**config.mk**
```make
export PLATFORM = sky130hd
export DESIGN_NAME = uecr_regs
export DESIGN_NICKNAME = d
export VERILOG_FILES = /design/src/include/uecr_pkg.sv /design/src/rtl/uecr_regs.sv
export SDC_FILE = /design/constraint.sdc
export NUM_CORES = 1
export LEC_CHECK = 0
export BUFFER_PORTS_ARGS = -buffer_cell sky130_fd_sc_hd__buf_2
export CAP_MARGIN = 10
export CELL_PAD_IN_SITES_DETAIL_PLACEMENT = 1
export CELL_PAD_IN_SITES_GLOBAL_PLACEMENT = 1
export CORE_MARGIN = 3
export CORE_UTILIZATION = 43
export CTS_BUF_LIST = sky130_fd_sc_hd__clkbuf_4
export DETAILED_ROUTE_END_ITERATION = 16
export PLACE_DENSITY = 0.95
export SETUP_SLACK_MARGIN = 0.4
export SYNTH_ARGS = -nofsm -noshare
export SYNTH_HDL_FRONTEND = slang
export SYNTH_SLANG_ARGS = --single-unit
```
**constraint.sdc**
```tcl
create_clock -name CLK -period 1.5 [get_ports CLK]
set_input_delay 0.075 -clock CLK [delete_from_list [all_inputs] [get_ports CLK]]
set_output_delay 0.075 -clock CLK [all_outputs]
set_load 0.01 [all_outputs]
```
**src/include/uecr_pkg.sv**
```systemverilog
// package for the endpoint C interrupt and transfer register bank
package uecr_pkg;

  localparam int ADDR_W = 32;
  localparam int DATA_W = 32;
  localparam int SRC_N  = 6;
  localparam int LEN_W  = 20;

  // byte addresses of the bank
  localparam logic [31:0] OFS_IRQ_ENABLE  = 32'hFFF06088;
  localparam logic [31:0] OFS_IRQ_CLEAR   = 32'hFFF0608C;
  localparam logic [31:0] OFS_IRQ_STATUS  = 32'hFFF06090;
  localparam logic [31:0] OFS_DMA_ADDRESS = 32'hFFF06094;
  localparam logic [31:0] OFS_DMA_LENGTH  = 32'hFFF06098;
  // endpoint control bits, placed in a register of this block
  localparam logic [31:0] OFS_EP_CONTROL  = 32'hFFF060F0;

  // interrupt source positions
  localparam int BIT_HALT       = 0;
  localparam int BIT_TOKEN_SEEN = 1;
  localparam int BIT_ALT_SET    = 2;
  localparam int BIT_XFER_DONE  = 3;
  localparam int BIT_BUS_FAULT  = 4;
  localparam int BIT_CLR_FEAT   = 5;

  // control register positions
  localparam int BIT_BUFFER_READY  = 2;
  localparam int BIT_HALT_SET      = 3;
  localparam int BIT_HALT_RELEASE  = 5;

  localparam logic [31:0] RESET_VALUE = 32'h00000000;
  localparam logic [31:0] UNMAPPED_VALUE = 32'h00000000;

  typedef struct packed
  {
    logic [SRC_N-1:0]  enable;
    logic [SRC_N-1:0]  status;
    logic [31:0]       dma_address;
    logic [LEN_W-1:0]  dma_length;
    logic              buffer_ready;
    logic              halt;
    logic [31:0]       rdata;
    logic              irq;
  } uecr_state_t;

  // events from the endpoint transfer and DMA logic
  typedef struct packed
  {
    logic halt_evt;
    logic token_evt;
    logic alt_evt;
    logic done_evt;
    logic fault_evt;
    logic clrfeat_evt;
  } uecr_events_t;

endpackage

```
**src/rtl/uecr_regs.sv**
```systemverilog
// register bank for endpoint C interrupts, DMA address and length
// Summary of operation
// - six sources at bits 0..5: halt, token, alt setting, done, bus fault, clear feature
// - read-write enable bit per source gates it onto the interrupt
// - write-only clear register, same bit positions as the enables
// - read-only status register shows pending events
// - bus fault on an endpoint bus access sets status bit 4
// - DMA transfer completion sets status bit 3
// - alt setting, token and halt events set status bits 2, 1, 0
// - 32-bit DMA start address register drives the DMA
// - 20-bit DMA byte count, bits 31..20 reserved
// - all five registers reset to zero
// - buffer ready bit must be set before the DMA moves data
// - halt set bit stalls; a separate write-only release bit removes it
//
// Added by the designer: strobed register access.
`timescale 1ns/1ps
module uecr_regs
  import uecr_pkg::*;
#(
  parameter int SOURCES     = SRC_N,
  parameter int LENGTH_BITS = LEN_W
)
(
  input  wire logic               CLK,
  input  wire logic               RST_N,
  input  wire logic [ADDR_W-1:0]  ADDR,
  input  wire logic [DATA_W-1:0]  WDATA,
  input  wire logic               WR,
  input  wire logic               RD,
  output logic      [DATA_W-1:0]  RDATA,
  output logic                    IRQ,
  input  wire uecr_events_t       EVENTS,
  input  wire logic               DMA_REQ,
  output logic                    DMA_GO,
  output logic      [31:0]        DMA_START_ADDRESS,
  output logic      [LEN_W-1:0]   DMA_BYTE_COUNT,
  output logic                    HALT_ACTIVE
);

  // the state struct is sized from the package, so other sizes are refused
  if (SOURCES != SRC_N)
  begin : g_bad_sources
    $error("uecr_regs: SOURCES differs from the package source count");
  end
  if (LENGTH_BITS != LEN_W)
  begin : g_bad_length
    $error("uecr_regs: LENGTH_BITS differs from the package length width");
  end
  if (SRC_N > DATA_W || LEN_W > DATA_W)
  begin : g_bad_fit
    $error("uecr_regs: a field does not fit the data word");
  end

  // which register a bus cycle names
  typedef enum logic [2:0]
  {
    SEL_NONE    = 3'b000,
    SEL_ENABLE  = 3'b001,
    SEL_CLEAR   = 3'b010,
    SEL_STATUS  = 3'b011,
    SEL_ADDRESS = 3'b100,
    SEL_LENGTH  = 3'b101,
    SEL_CONTROL = 3'b110
  } uecr_sel_t;

  uecr_state_t       st_r;
  uecr_state_t       st_nxt;
  uecr_sel_t         sel;
  logic [SRC_N-1:0]  evt_vec;
  logic [SRC_N-1:0]  clr_vec;

  function automatic logic hit(input logic [ADDR_W-1:0] a, input logic [31:0] ofs);
    hit = (a == ofs);
  endfunction

  // one decoder serves both the write and the read side
  function automatic uecr_sel_t decode(input logic [ADDR_W-1:0] a);
    uecr_sel_t s;
    s = SEL_NONE;
    if (hit(a, OFS_IRQ_ENABLE))
      s = SEL_ENABLE;
    else if (hit(a, OFS_IRQ_CLEAR))
      s = SEL_CLEAR;
    else if (hit(a, OFS_IRQ_STATUS))
      s = SEL_STATUS;
    else if (hit(a, OFS_DMA_ADDRESS))
      s = SEL_ADDRESS;
    else if (hit(a, OFS_DMA_LENGTH))
      s = SEL_LENGTH;
    else if (hit(a, OFS_EP_CONTROL))
      s = SEL_CONTROL;
    decode = s;
  endfunction

  // reserved bits above a field always read zero
  function automatic logic [DATA_W-1:0] pad_sources(input logic [SRC_N-1:0] v);
    logic [DATA_W-1:0] w;
    w = '0;
    w[SRC_N-1:0] = v;
    pad_sources = w;
  endfunction

  function automatic logic [DATA_W-1:0] pad_length(input logic [LEN_W-1:0] v);
    logic [DATA_W-1:0] w;
    w = '0;
    w[LEN_W-1:0] = v;
    pad_length = w;
  endfunction

  function automatic logic [DATA_W-1:0] control_word(input logic ready, input logic halt);
    logic [DATA_W-1:0] w;
    w = '0;
    w[BIT_BUFFER_READY] = ready;
    // the set bit reads back the halt state; the release bit is write-only
    w[BIT_HALT_SET]     = halt;
    control_word = w;
  endfunction

  // endpoint pulses in status bit order
  function automatic logic [SRC_N-1:0] event_bits(input uecr_events_t e);
    logic [SRC_N-1:0] b;
    b = '0;
    b[BIT_HALT]       = e.halt_evt;
    b[BIT_TOKEN_SEEN] = e.token_evt;
    b[BIT_ALT_SET]    = e.alt_evt;
    b[BIT_XFER_DONE]  = e.done_evt;
    b[BIT_BUS_FAULT]  = e.fault_evt;
    b[BIT_CLR_FEAT]   = e.clrfeat_evt;
    event_bits = b;
  endfunction

  // set beats clear, so an event that lands on its own clear is not lost
  function automatic logic [SRC_N-1:0] next_status(
    input logic [SRC_N-1:0] cur,
    input logic [SRC_N-1:0] clr,
    input logic [SRC_N-1:0] evt
  );
    next_status = (cur & ~clr) | evt;
  endfunction

  // release wins over set when software writes both at once
  function automatic logic next_halt(input logic cur, input logic [DATA_W-1:0] w);
    logic h;
    h = cur;
    if (w[BIT_HALT_RELEASE])
      h = 1'b0;
    else if (w[BIT_HALT_SET])
      h = 1'b1;
    next_halt = h;
  endfunction

  function automatic logic any_pending(input logic [SRC_N-1:0] status, input logic [SRC_N-1:0] enable);
    any_pending = |(status & enable);
  endfunction

  always_comb
  begin
    sel     = decode(ADDR);
    evt_vec = event_bits(EVENTS);
    clr_vec = '0;
    if (WR && sel == SEL_CLEAR)
    begin
      clr_vec = WDATA[SRC_N-1:0];
    end
  end

  always_comb
  begin
    st_nxt = st_r;
    st_nxt.status = next_status(st_r.status, clr_vec, evt_vec);

    // status is read-only and the clear register holds no state
    if (WR)
    begin
      unique case (sel)
        SEL_ENABLE:
        begin
          st_nxt.enable = WDATA[SRC_N-1:0];
        end
        SEL_ADDRESS:
        begin
          st_nxt.dma_address = WDATA;
        end
        SEL_LENGTH:
        begin
          st_nxt.dma_length = WDATA[LEN_W-1:0];
        end
        SEL_CONTROL:
        begin
          st_nxt.buffer_ready = WDATA[BIT_BUFFER_READY];
          st_nxt.halt         = next_halt(st_r.halt, WDATA);
        end
        SEL_NONE, SEL_CLEAR, SEL_STATUS:
        begin
        end
      endcase
    end

    // read data stand for one cycle only, then fall back to zero
    st_nxt.rdata = UNMAPPED_VALUE;
    if (RD)
    begin
      unique case (sel)
        SEL_ENABLE:
        begin
          st_nxt.rdata = pad_sources(st_r.enable);
        end
        SEL_STATUS:
        begin
          st_nxt.rdata = pad_sources(st_r.status);
        end
        SEL_ADDRESS:
        begin
          st_nxt.rdata = st_r.dma_address;
        end
        SEL_LENGTH:
        begin
          st_nxt.rdata = pad_length(st_r.dma_length);
        end
        SEL_CONTROL:
        begin
          st_nxt.rdata = control_word(st_r.buffer_ready, st_r.halt);
        end
        SEL_CLEAR:
        begin
          st_nxt.rdata = 32'h00000000;
        end
        SEL_NONE:
        begin
          st_nxt.rdata = UNMAPPED_VALUE;
        end
      endcase
    end

    st_nxt.irq = any_pending(st_nxt.status, st_nxt.enable);
  end

  always_ff @(posedge CLK or negedge RST_N)
  begin
    if (!RST_N)
      st_r <= '0;
    else
      st_r <= st_nxt;
  end

  assign RDATA             = st_r.rdata;
  assign IRQ               = st_r.irq;
  assign DMA_START_ADDRESS = st_r.dma_address;
  assign DMA_BYTE_COUNT    = st_r.dma_length;
  assign DMA_GO            = DMA_REQ && st_r.buffer_ready && !st_r.halt;
  assign HALT_ACTIVE       = st_r.halt;

endmodule
```
After elaboration in Yosys (flattened, before gate mapping):

Index checks and enable logic that the tools add are counted.

* output and inout port bits: 87
* flip-flop bits (word level): 99
* word-level logic and storage cells: 49

* eq/ne operators: 12
* bitwise gates (word level): 4
* muxes and demuxes: 13
* reductions and logical operators: 12

Operators with widths (count)
* $eq A32 B32 Y1 const B: 6
* $pmux W32 S6: 1
* $mux W32: 1
* $mux W3: 6
* $mux W6: 3
* $and A6 B6 Y6: 2
* $eq A3 B3 Y1 const B: 3
* $eq A3 B2 Y1 const B: 2
* $not A6 Y6: 1
* $or A6 B6 Y6: 1
* $reduce_and A2 Y1: 3
* $reduce_or A6 Y1: 1
* $eq A3 B1 Y1 const B: 1
* $logic_and A1 B1 Y1: 3
* $logic_not A3 Y1: 1
* $reduce_and A3 Y1: 1
* $mux W1: 2
* $reduce_bool A2 Y1: 1
* $reduce_or A2 Y1: 1
* $logic_not A1 Y1: 1

Depth between registers and ports, before layout:

* depth after elaboration: 15
* gate-level depth with buffers: 7
* depth with buffers taken out: 6

Worst setup path before layout:

Ideal clock, no wire load.

* path type: input to register
* start: in ADDR[11]
* end: reg st_r (netlist bit DMA_START_ADDRESS[21])
* buffers on the path: 1
* data arrival time: 1892 ps
* stages: 7
* setup time: 128 ps
* setup slack: -520 ps
* cell sequence: or4_1 > nor4_4 > nand3_2 > nor2_2 > nand2_1 > buf_2 > mux2_1

* longest elaborated chain between the ends: 9
* elaborated cells between the ends (all ways): 14
* classes of those cells: 7 x eq/ne; 6 x mux; 1 x reduce/logical

Ends and longest elaborated chain
* start, declared: line uecr_regs.sv:27 `input wire logic [ADDR_W-1:0] ADDR,`
* $eq A32 B32 Y1: line uecr_regs.sv:74 `hit = (a == ofs);`
* $mux W3: line uecr_regs.sv:91 `else if (hit(a, OFS_EP_CONTROL))`
* $mux W3: line uecr_regs.sv:89 `else if (hit(a, OFS_DMA_LENGTH))`
* $mux W3: line uecr_regs.sv:87 `else if (hit(a, OFS_DMA_ADDRESS))`
* $mux W3: line uecr_regs.sv:85 `else if (hit(a, OFS_IRQ_STATUS))`
* $mux W3: line uecr_regs.sv:83 `else if (hit(a, OFS_IRQ_CLEAR))`
* $mux W3 *: line uecr_regs.sv:81 `if (hit(a, OFS_IRQ_ENABLE))`
* $eq A3 B3 Y1 *: line uecr_regs.sv:176 `unique case (sel)`
* $reduce_and A2 Y1 (no source line) *
* end signal, assigned: line uecr_regs.sv:244 `st_r <= st_nxt;`
* end, declared: line uecr_regs.sv:67 `uecr_state_t st_r;`

Every way passes the cells marked *; elsewhere a longest branch is shown, timed or not.
A chain may end at the register's enable or synchronous reset.

==> qor.yml <==
cts_sinks: 99
end_kind: "flip-flop"
grt.total_usage_pct: 29.6
core_area_um2: 10500
cts_max_level: 3
fin_crit_ns: 1.89
postRouteAntennaNets: 0
grt_pass1_vias: 4752
synth_area_per_cell_um2: 12.1
critPathKind: "primary input to flip-flop"
grt_max_degree: 37
r2r_slack_ns: 0.16
violations: "negative setup slack"
nNetsFinal: 710
drt-total-wl_um: 23300
area_delta_synth_final_pct: 58.7
p_per_area_nw_per_um2: 675
drv_cap: 0
drive_gt1_share_pct: 65.5
setup_viol: 89
final_common_cell: "buf_2"
yosysUniqueCellTypes: 36
start_util_pct: 45.0
ir_drop_mv: 0.888
slowest_delay_ns: 0.55
finalMaxSlewViolations: 0
clock-root-buffer: "clkbuf_4"
dieArea_um2: 12300
tightest_slew_ns: 0.465
vias: 4472
cts_tree: "yes"
grt_pass1_wl_um: 27800
reg2reg_from: "st_r[34]$_DFFE_PN0P_"
hold_path.class: "primary input to async pin"
worstPathCellList: "buf_6, or4_4, nor4_4, nand3_2, nor4_4, buf_4, buf_12, nand2_1, a21oi_1"
clock_latency_ns: 0.49
drc: 0
wire_per_inst_um: 30.0
cts.path.max_buffers: 2
synth_fp_nets: 466
clkSlewWorstSetupHoldPaths_ns: 0.18
synthCells: 391
gp_routability_congestion: 0.816
ys_warn_count: 0
vias_per_cell: 5.76
die_w_um: 111
finalCritPeriodShare_pct: 126
relSlewSlack_pct: 69.0
crit_top_cell: "nor4_4"
fin_skew_ns: 0.0402
path_max_fanout: 10
arrival_ns: 2.25
n_antenna_cell: 0
worst_path_max_delay_cell: "or4_4"
hold_ws_ns: 0.140
antenna_found_initial: 1
final_cells: 776
p_leak_nw: 4.00
placed_cells: 628
ys_seq_elements: 99
drt_iter0_drc: 369
fmax_mhz: 530
hold_viol: 0
dr.pass1.iters: 5
rsz0062_at_grt: "true"
fp-row-count: 37
status: "finished, violations left"
synth-seq-area-share_pct: 52.4
final_cell_mix: "buf_2 (119), buf_4 (104), dfrtp_1 (99)"
grt_overflow: 0
cts-buffers-inserted: 9
portBuffers: 161
top_level_ports: 162
syn_area_um2: 4730
reg2reg_to: "RDATA[2]$_DFF_PN0_"
dp.final_hpwl_um: 9760
worst_slack_ns: -0.387
cp.required_ns: 1.86
start_kind: "primary input"
die_h_um: 111
r2r_cells: 4
power breakdown:
part	leakage [nW]	internal [mW]	total (mW)	switching [mW]
combinational	2.55	0.235	0.489	0.254
clock	0.0928	0.864	1.91	1.04
sequential	1.35	2.67	2.67	0.0000000163
logic make-up (layout without fill, tap and decap cells):
logic type,after synthesis,count (layout),share of synthesized area (%)
buffers and inverters,107,356,15.4
DFF,99,99,52.4
and+or+nand+nor,82,82,11.3
muxes,59,59,14.1
AOI/OAI and AO/OA,44,44,6.88
sequential cells by signal (all words and copies together), names as in the netlist:
signal and cells:
IRQ 1, HALT_ACTIVE 1, st_r 13, DMA_START_ADDRESS 32, DMA_BYTE_COUNT 20, RDATA 32
cell usage after synthesis:
| cell type | instances | share of area [%] |
|---|---|---|
| dfrtp_1 | 99 | 52 |
| buf_4 | 84 | 13 |
| mux2_1 | 35 | 8.3 |
| mux2_2 | 24 | 5.7 |
| nor2_1 | 21 | 1.7 |
| a22oi_1 | 19 | 3.0 |
| and3_1 | 12 | 1.6 |
| nand2_1 | 12 | 0.95 |
| inv_1 | 9 | 0.71 |
| buf_2 | 8 | 0.85 |
| clkbuf_1 | 6 | 0.48 |
| a21oi_1 | 5 | 0.53 |
| a222oi_1 | 5 | 1.1 |
| a31oi_1 | 5 | 0.66 |
| nand4_1 | 5 | 0.66 |
| a41oi_1 | 4 | 0.74 |
| nor4_2 | 4 | 1.1 |
| nor4b_1 | 4 | 0.74 |
| nand4b_1 | 3 | 0.56 |
| nor4bb_1 | 3 | 0.64 |
| o21ai_0 | 3 | 0.32 |
| or2_2 | 3 | 0.40 |
| and4_1 | 2 | 0.37 |
| and4b_1 | 2 | 0.42 |
| nand2b_1 | 2 | 0.26 |
| nor3_1 | 2 | 0.21 |
| a211oi_1 | 1 | 0.16 |
| a31o_2 | 1 | 0.19 |
| nand3_2 | 1 | 0.21 |
| nor2_2 | 1 | 0.13 |
| nor4_4 | 1 | 0.45 |
| nor4b_2 | 1 | 0.32 |
| o311a_1 | 1 | 0.21 |
| or4_1 | 1 | 0.16 |
| or4b_1 | 1 | 0.21 |
| or4b_4 | 1 | 0.29 |
how the worst max path moves through the flow:
| stage | endpoint | slack (ns) | startpoint | cells past startpoint |
|---|---|---|---|---|
| 2_1_floorplan | DMA_BYTE_COUNT[0]$_DFFE_PN0P_ | -0.49 | ADDR[9] | 7 |
| 3_3_place_gp | DMA_START_ADDRESS[21]$_DFFE_PN0P_ | -0.65 | ADDR[9] | 9 |
| 3_5_place_dp | DMA_START_ADDRESS[21]$_DFFE_PN0P_ | -0.74 | ADDR[9] | 9 |
| 4_1_cts | IRQ$_DFF_PN0_ | -0.20 | ADDR[0] | 9 |
| 5_1_grt | RDATA[0]$_DFF_PN0_ | -0.37 | ADDR[16] | 9 |
| 6_report | RDATA[0]$_DFF_PN0_ | -0.39 | ADDR[16] | 9 |
critical path: cells and delay by family:
kind,cells,cell delay (ns)
compound gates,1,0.26
simple gates,5,1.41
buf+inv,3,0.50
repair_timing:
action | CTS | global route
pin swaps | 23 | 39
gates cloned | 3 | 0
buffers inserted | 56 | 32
resized for setup | 57 | 80
endpoints found under the hold margin | 178 | 0
setup endpoints to repair | 152 | 186
hold buffers | 41 | 0
metal layers:
layer | global-route usage (%) | part of all wire (%) | vias up | routed length, um
li1 | - | - | 1798 | -
met1 | 32.4 | 39 | 2318 | 8970
met2 | 56.1 | 52 | 284 | 12100
met3 | 6.33 | 5.6 | 70 | 1310
met4 | 9.93 | 3.8 | 2 | 873
met5 | 0 | 0.056 | - | 13
metrics by stage:
step                area, um2  utilization, %  total power [mW]  setup TNS [ns]  setup WS (ns)
global placement         5540            52.7              3.02          -54.36         -0.653
CTS                      6870            65.3              4.90          -10.44         -0.199
global route             7500            71.4              5.20          -21.78         -0.372
floorplan                4930               -              2.78          -34.21         -0.491
finish                   7500            71.4              5.07          -20.71         -0.387
detailed placement       5540            52.7              3.04          -61.97         -0.741
layout make-up:
cell class	count	area [um2]
flip-flops and latches	99	2480
clock inverters	6	114
multi-input cells	185	1960
well taps	136	170
inverters	9	33.8
fillers	1010	3010
clock buffers	10	75.1
repair buffers	331	2670
No activity file was read; power rests on OpenSTA's default activity.
